**src/hw/pbc_cfg.svh**
```systemverilog
// constants for the basic phy control and status register bank
`ifndef PBC_CFG_SVH
`define PBC_CFG_SVH
`define PBC_ADDR_CTRL      5'h00
`define PBC_ADDR_STAT      5'h01
`define PBC_BIT_RESET      15
`define PBC_BIT_LOOPBACK   14
`define PBC_BIT_SPEED      13
`define PBC_BIT_NEG_EN     12
`define PBC_BIT_PWRDN      11
`define PBC_BIT_ISOLATE    10
`define PBC_BIT_RESTART    9
`define PBC_BIT_DUPLEX     8
`define PBC_BIT_COLTEST    7
`define PBC_STAT_CAPS      16'h4000
`define PBC_ZERO16         16'h0000
`define PBC_RST_PULSE_CYC  4'h4
`define PBC_RST_LAST_CYC   4'h1
`define PBC_CNT_ZERO       4'h0
`define PBC_CNT_STEP       4'h1
`define PBC_BIT_CAP_T4     15
`define PBC_BIT_CAP_TX_FD  14
`endif

```
**src/hw/pbc_pkg.sv**
```systemverilog
// types for the basic phy control and status register bank
package pbc_pkg;
	typedef struct packed {
		logic       wr;
		logic       rd;
		logic [4:0] addr;
		logic [15:0] wdata;
	} pbc_req_t;

	typedef struct packed {
		logic loopback;
		logic speed_100;
		logic neg_en;
		logic power_down;
		logic isolate;
		logic full_duplex;
		logic col_test;
	} pbc_ctrl_t;

	typedef enum logic [1:0] {
		PBC_RUN,
		PBC_RESETTING,
		PBC_RELATCH
	} pbc_state_t;
endpackage : pbc_pkg

```
**src/hw/pbc_regs.sv**
```systemverilog
// basic phy control register and status capability bits
`timescale 1ns/100ps
`include "pbc_cfg.svh"

module pbc_regs
(
	// register access
	input  wire logic               CLK_SYS,
	input  wire logic               RST,
	input  wire logic               CE,
	input  wire pbc_pkg::pbc_req_t  REQ,
	output logic [15:0]             RDATA,
	// strap levels
	input  wire logic               STRAP_SPEED,
	input  wire logic               NEGOTIATION_ENABLE_STRAP_PIN,
	input  wire logic               STRAP_ISOLATE,
	input  wire logic               STRAP_DUPLEX,
	// control outputs
	output pbc_pkg::pbc_ctrl_t      CTRL,
	output logic                    CHIP_RESET,
	output logic                    NEG_RESTART,
	output logic                    EFF_SPEED_100,
	output logic                    EFF_FULL_DUPLEX,
	// negotiation outcome
	input  wire logic               NEG_SPEED_100,
	input  wire logic               NEG_FULL_DUPLEX
);

	// ==========================================================
	// state
	pbc_pkg::pbc_ctrl_t  ctrl_reg;
	pbc_pkg::pbc_state_t state_reg;
	logic [3:0]          cnt_reg;
	logic                restart_reg;
	logic                wr_ctrl;
	logic                rst_wr;
	logic                run;
	logic                pd_wake;
	logic                wr_norm;

	function automatic logic hit(input pbc_pkg::pbc_req_t r, input logic [4:0] a);
		hit = r.addr == a;
	endfunction : hit

	// ==========================================================
	// control register word as the host reads it back
	function automatic logic [15:0] ctrl_word
	(
		input pbc_pkg::pbc_ctrl_t c,
		input logic               busy,
		input logic               restart
	);
		logic [15:0] w;
		w                    = `PBC_ZERO16;
		w[`PBC_BIT_RESET]    = busy;
		w[`PBC_BIT_LOOPBACK] = c.loopback;
		w[`PBC_BIT_SPEED]    = c.speed_100;
		w[`PBC_BIT_NEG_EN]   = c.neg_en;
		w[`PBC_BIT_PWRDN]    = c.power_down;
		w[`PBC_BIT_ISOLATE]  = c.isolate;
		w[`PBC_BIT_RESTART]  = restart;
		w[`PBC_BIT_DUPLEX]   = c.full_duplex;
		w[`PBC_BIT_COLTEST]  = c.col_test;
		ctrl_word = w;
	endfunction : ctrl_word

	// ==========================================================
	// status register word: only the two top capability bits
	function automatic logic [15:0] stat_word();
		logic [15:0] w;
		w                     = `PBC_ZERO16;
		w[`PBC_BIT_CAP_T4]    = 1'b0;
		w[`PBC_BIT_CAP_TX_FD] = 1'b1;
		stat_word = w;
	endfunction : stat_word

	assign wr_ctrl = CE && REQ.wr && hit(REQ, `PBC_ADDR_CTRL);
	assign rst_wr  = wr_ctrl && REQ.wdata[`PBC_BIT_RESET];
	// all control register writes, reset writes included, are refused during chip reset
	assign run     = state_reg == pbc_pkg::PBC_RUN;
	assign pd_wake = rst_wr && run && ctrl_reg.power_down;
	assign wr_norm = wr_ctrl && run && !rst_wr;

	// ==========================================================
	// reset sequencer: chip reset pulse, then strap re-latch
	always_ff @(posedge CLK_SYS or posedge RST)
	begin
		if (RST)
			state_reg <= pbc_pkg::PBC_RELATCH;
		else if (CE)
		begin
			unique case (state_reg)
				pbc_pkg::PBC_RUN:
					if (rst_wr && !ctrl_reg.power_down)
						state_reg <= pbc_pkg::PBC_RESETTING;
				pbc_pkg::PBC_RESETTING:
					if (cnt_reg == `PBC_RST_LAST_CYC)
						state_reg <= pbc_pkg::PBC_RELATCH;
				pbc_pkg::PBC_RELATCH:
					state_reg <= pbc_pkg::PBC_RUN;
				default:
					state_reg <= pbc_pkg::PBC_RUN;
			endcase
		end
	end

	// ==========================================================
	// reset pulse length counter, loaded when a full reset starts
	always_ff @(posedge CLK_SYS or posedge RST)
	begin
		if (RST)
			cnt_reg <= `PBC_CNT_ZERO;
		else if (CE)
		begin
			if (run && rst_wr && !ctrl_reg.power_down)
				cnt_reg <= `PBC_RST_PULSE_CYC;
			else if (state_reg == pbc_pkg::PBC_RESETTING && cnt_reg != `PBC_RST_LAST_CYC)
				cnt_reg <= cnt_reg - `PBC_CNT_STEP;
		end
	end

	// ==========================================================
	// control bits
	always_ff @(posedge CLK_SYS or posedge RST)
	begin
		if (RST)
			ctrl_reg <= '0;
		else if (CE)
		begin
			if (state_reg == pbc_pkg::PBC_RESETTING)
				ctrl_reg <= '0;
			else if (state_reg == pbc_pkg::PBC_RELATCH)
			begin
				ctrl_reg             <= '0;
				ctrl_reg.speed_100   <= STRAP_SPEED;
				ctrl_reg.neg_en      <= NEGOTIATION_ENABLE_STRAP_PIN;
				ctrl_reg.isolate     <= STRAP_ISOLATE;
				ctrl_reg.full_duplex <= !STRAP_DUPLEX;
			end
			else if (pd_wake)
				ctrl_reg.power_down <= 1'b0;
			else if (wr_norm)
			begin
				ctrl_reg.loopback    <= REQ.wdata[`PBC_BIT_LOOPBACK];
				ctrl_reg.speed_100   <= REQ.wdata[`PBC_BIT_SPEED];
				ctrl_reg.neg_en      <= REQ.wdata[`PBC_BIT_NEG_EN];
				ctrl_reg.power_down  <= REQ.wdata[`PBC_BIT_PWRDN];
				ctrl_reg.isolate     <= REQ.wdata[`PBC_BIT_ISOLATE];
				ctrl_reg.full_duplex <= REQ.wdata[`PBC_BIT_DUPLEX];
				ctrl_reg.col_test    <= REQ.wdata[`PBC_BIT_COLTEST];
			end
		end
	end

	// ==========================================================
	// restart negotiation pulse, self-clearing
	always_ff @(posedge CLK_SYS or posedge RST)
	begin
		if (RST)
			restart_reg <= 1'b0;
		else if (CE)
			restart_reg <= wr_norm && REQ.wdata[`PBC_BIT_RESTART]
				&& REQ.wdata[`PBC_BIT_NEG_EN];
	end

	// ==========================================================
	// read data
	always_ff @(posedge CLK_SYS or posedge RST)
	begin
		if (RST)
			RDATA <= `PBC_ZERO16;
		else if (CE && REQ.rd)
		begin
			if (hit(REQ, `PBC_ADDR_CTRL))
				RDATA <= ctrl_word(ctrl_reg, !run, restart_reg);
			else if (hit(REQ, `PBC_ADDR_STAT))
				RDATA <= stat_word();
			else
				RDATA <= `PBC_ZERO16;
		end
	end

	// ==========================================================
	// outputs
	assign CTRL            = ctrl_reg;
	assign CHIP_RESET      = !run;
	assign NEG_RESTART     = restart_reg;

	// ==========================================================
	// effective speed and duplex: negotiated result wins while negotiating
	always_comb
	begin
		if (ctrl_reg.neg_en)
		begin
			EFF_SPEED_100   = NEG_SPEED_100;
			EFF_FULL_DUPLEX = NEG_FULL_DUPLEX;
		end
		else
		begin
			EFF_SPEED_100   = ctrl_reg.speed_100;
			EFF_FULL_DUPLEX = ctrl_reg.full_duplex;
		end
	end

endmodule : pbc_regs

```
**config.mk**
```make
export PLATFORM = sky130hd
export DESIGN_NAME = pbc_regs
export DESIGN_NICKNAME = d
export VERILOG_FILES = /design/src/hw/pbc_pkg.sv /design/src/hw/pbc_regs.sv
export VERILOG_INCLUDE_DIRS = /design/src /design/src/hw
export SDC_FILE = /design/constraint.sdc
export NUM_CORES = 1
export LEC_CHECK = 0
export ABC_AREA = 1
export BUFFER_PORTS_ARGS = -buffer_cell sky130_fd_sc_hd__buf_4
export CAP_MARGIN = 20
export CORE_MARGIN = 10
export CORE_UTILIZATION = 48
export CTS_CLUSTER_SIZE = 14
export DETAILED_ROUTE_END_ITERATION = 10
export PLACE_DENSITY = 0.8
export SYNTH_ARGS = -nofsm -noshare
export SYNTH_HDL_FRONTEND = slang
export SYNTH_SLANG_ARGS = --single-unit
```
**constraint.sdc**
```tcl
create_clock -name CLK_SYS -period 1.6 [get_ports CLK_SYS]
set_input_delay 0.32 -clock CLK_SYS [delete_from_list [all_inputs] [get_ports CLK_SYS]]
set_output_delay 0.32 -clock CLK_SYS [all_outputs]
set_load 0.02 [all_outputs]
```
==> metrics <==
HPWL after DPL=2740 um; worst-path maximum fanout=3; synth warn=0; vias in the first global route=1266; final hold vios=0; footprint of the multi-input gates=702 sq um; crit-path cells=inv_2, ha_4, inv_4, buf_6; R2R cell count=7; Die Y=75.0 um; All-Layer GR Usage=11.9%; status=finished clean; clk buf depth=2; Avg WL per Cell=13.1 um; antenna violations before repair=0; Row Count=19; most frequent cell after synthesis=nand2_1; Yosys cell types=29; worst path bufs/invs=3; Top FF cell, synth=dfrtp_1; Synth area leader=dfrtp_1; Routed Wire Length=3410 um; Lkg Pwr=1.07 nW; CTS HTree Levels=1; final instance count without filler cells=261; ANT nets after route=0; EDFF count, synth=0; TritonCTS Sinks=23; Fill cells=246; area delta synth->final=27.1%; r2r setup slk=0.08 ns; delay-heaviest family, CP=flip-flops; Boundary Pins=59; CP Capture Type=output pin; Yosys top cell area share=38.0%; clk_lat worst skew=0.32 ns; r2r startpoint=state_reg[1]; Synth Instances=180; async set or reset register ratio after synthesis=100%; Critical-path top delay cell=dfstp_2; input/output buffers=44; # setup viols final=0; synthesized area per cell=8.06 sq um; largest net degree at the start of global routing=24; Seq/Total Area, Yosys=39.8%; routed vias/inst=4.93; Worst Hold Class=in2async; final period utilization=98.4%; initial drt markers=81; Final nets=269; placed insts=254; share of cells above drive strength 1=32.6%; CP max stage delay=0.56 ns; die area=0.00562 sq mm; CTS tree=yes; Post-Syn Area=0.00145 sq mm; GRT overflow=0; number of buffers created by CTS=3; Max Clock Freq=635 MHz; CP startpoint kind=flip-flop; max FFs per register=9; Clock Skews=0.0108 ns; ranking of synthesized cells by area=dfrtp_1 (38%), nand2_1 (16%), nand3_1 (6.2%), inv_1 (5.4%), ha_1 (5.2%); commonest cells in the netlist=nand2_1 (63), dfrtp_1 (22), inv_1 (21), nand3_1 (18), nor2_1 (8); kind of critical path=reg2out; #FFs+latches synth=23; first-pass GRT wire length=5460 um; Peak VDD IR=0.752 mV; ANT cells=0; fin. max-slew vios=0; register area=578 sq um; clock-pin slew on the worst setup and hold paths=0.14 ns; die width=75.0 um; Pre-Repair DR Iteration Count=4; Worst Hold Slack=0.0241 ns; starting density of the core=51.3%; PwrDens=1390 mW/mm^2; GPL Wtd Cong=0.809; RSZ-0062 raised after global routing=true; via count=1287; Final Power=2.56 mW; WP data required=1.28 ns; Root Buffer=clkbuf_4; Crit Reg-Reg Endpoint=CTRL[2]; Core Box Area=0.00283 sq mm; post-route minimum period=1.57 ns; Worst Path Arrival=1.25 ns; drt drc=0; final core occ=65.1%; maxcap violations=0
[worst min-delay path: cells and delay by family]
family / cells / cell delay (ns)
buf+inv: 3 / 0.44
[cells in the final DEF, fill, tap and decap left out, types with 4 or more instances in the layout]
cell type,n
buf_4,50
conb_1,7
dfrtp_1,21
ha_1,4
inv_1,19
nand2_1,63
nand3_1,18
nor2_1,8
[routing by layer]
layer	GRT usage (%)	up-vias	wire [um]
met3	3.68	4	311
met1	13.0	595	1330
met2	22.1	37	1740
met4	2.52	0	34
li1	-	651	-
met5	0	-	0
[cells by family after synthesis]
kind of cell | count (synthesis) | synth area share [%]
AND/OR/NAND/NOR | 105 | 35.2
buffers and inverters | 35 | 14.9
flip-flops | 23 | 39.8
AO/OA/AOI/OAI | 8 | 3.11
adder cells (fa/ha/maj) | 6 | 5.18
multiplexers | 2 | 1.55
other | 1 | 0.259
[power breakdown]
part	switching, mW	total, mW	internal (mW)	leakage, nW
sequential	0.142	0.881	0.738	0.299
clock	0.184	0.278	0.0935	0.0177
combinational	0.788	1.40	0.609	0.755
total	1.11	2.56	1.44	1.07
[area by class of cell]
| cell class | count | area share [%] |
|---|---|---|
| Clock buffer | 3 | 1.22 |
| Clock inverter | 1 | 0.272 |
| Inverter | 22 | 4.75 |
| Multi-Input combinational cell | 128 | 38.1 |
| Sequential cell | 23 | 31.4 |
| Tap cell | 31 | 2.10 |
| Timing Repair Buffer | 53 | 22.2 |
[worst max-delay path by stage]
stage / startpoint / endpoint / cells after the start
floorplan: state_reg[1] / cnt_reg[0] / 7
global placement: state_reg[1] / cnt_reg[3] / 7
detailed placement: state_reg[1] / cnt_reg[3] / 7
CTS: CTRL[4] / EFF_FULL_DUPLEX / 2
global route: state_reg[1] / CHIP_RESET / 4
finish: state_reg[1] / CHIP_RESET / 4
[per-stage QoR]
step	worst slack (ns)	instance area [sq um]	setup TNS, ns
6_report	0.0262	1840	0
5_1_grt	-0.0165	1840	-0.0206
4_1_cts	0.00685	1820	0
3_5_place_dp	0.0761	1760	0
3_3_place_gp	0.112	1760	0
2_1_floorplan	0.181	1470	0
[repair_timing]
item / 4_1_cts / 5_1_grt
buffers inserted: 2 / 1
hold buffers: 0 / 0
endpoints found under the hold margin: 0 / 0
endpoints found under the setup margin: 3 / 5
resized for setup: 6 / 6
No activity file was read; power rests on OpenSTA's default activity.
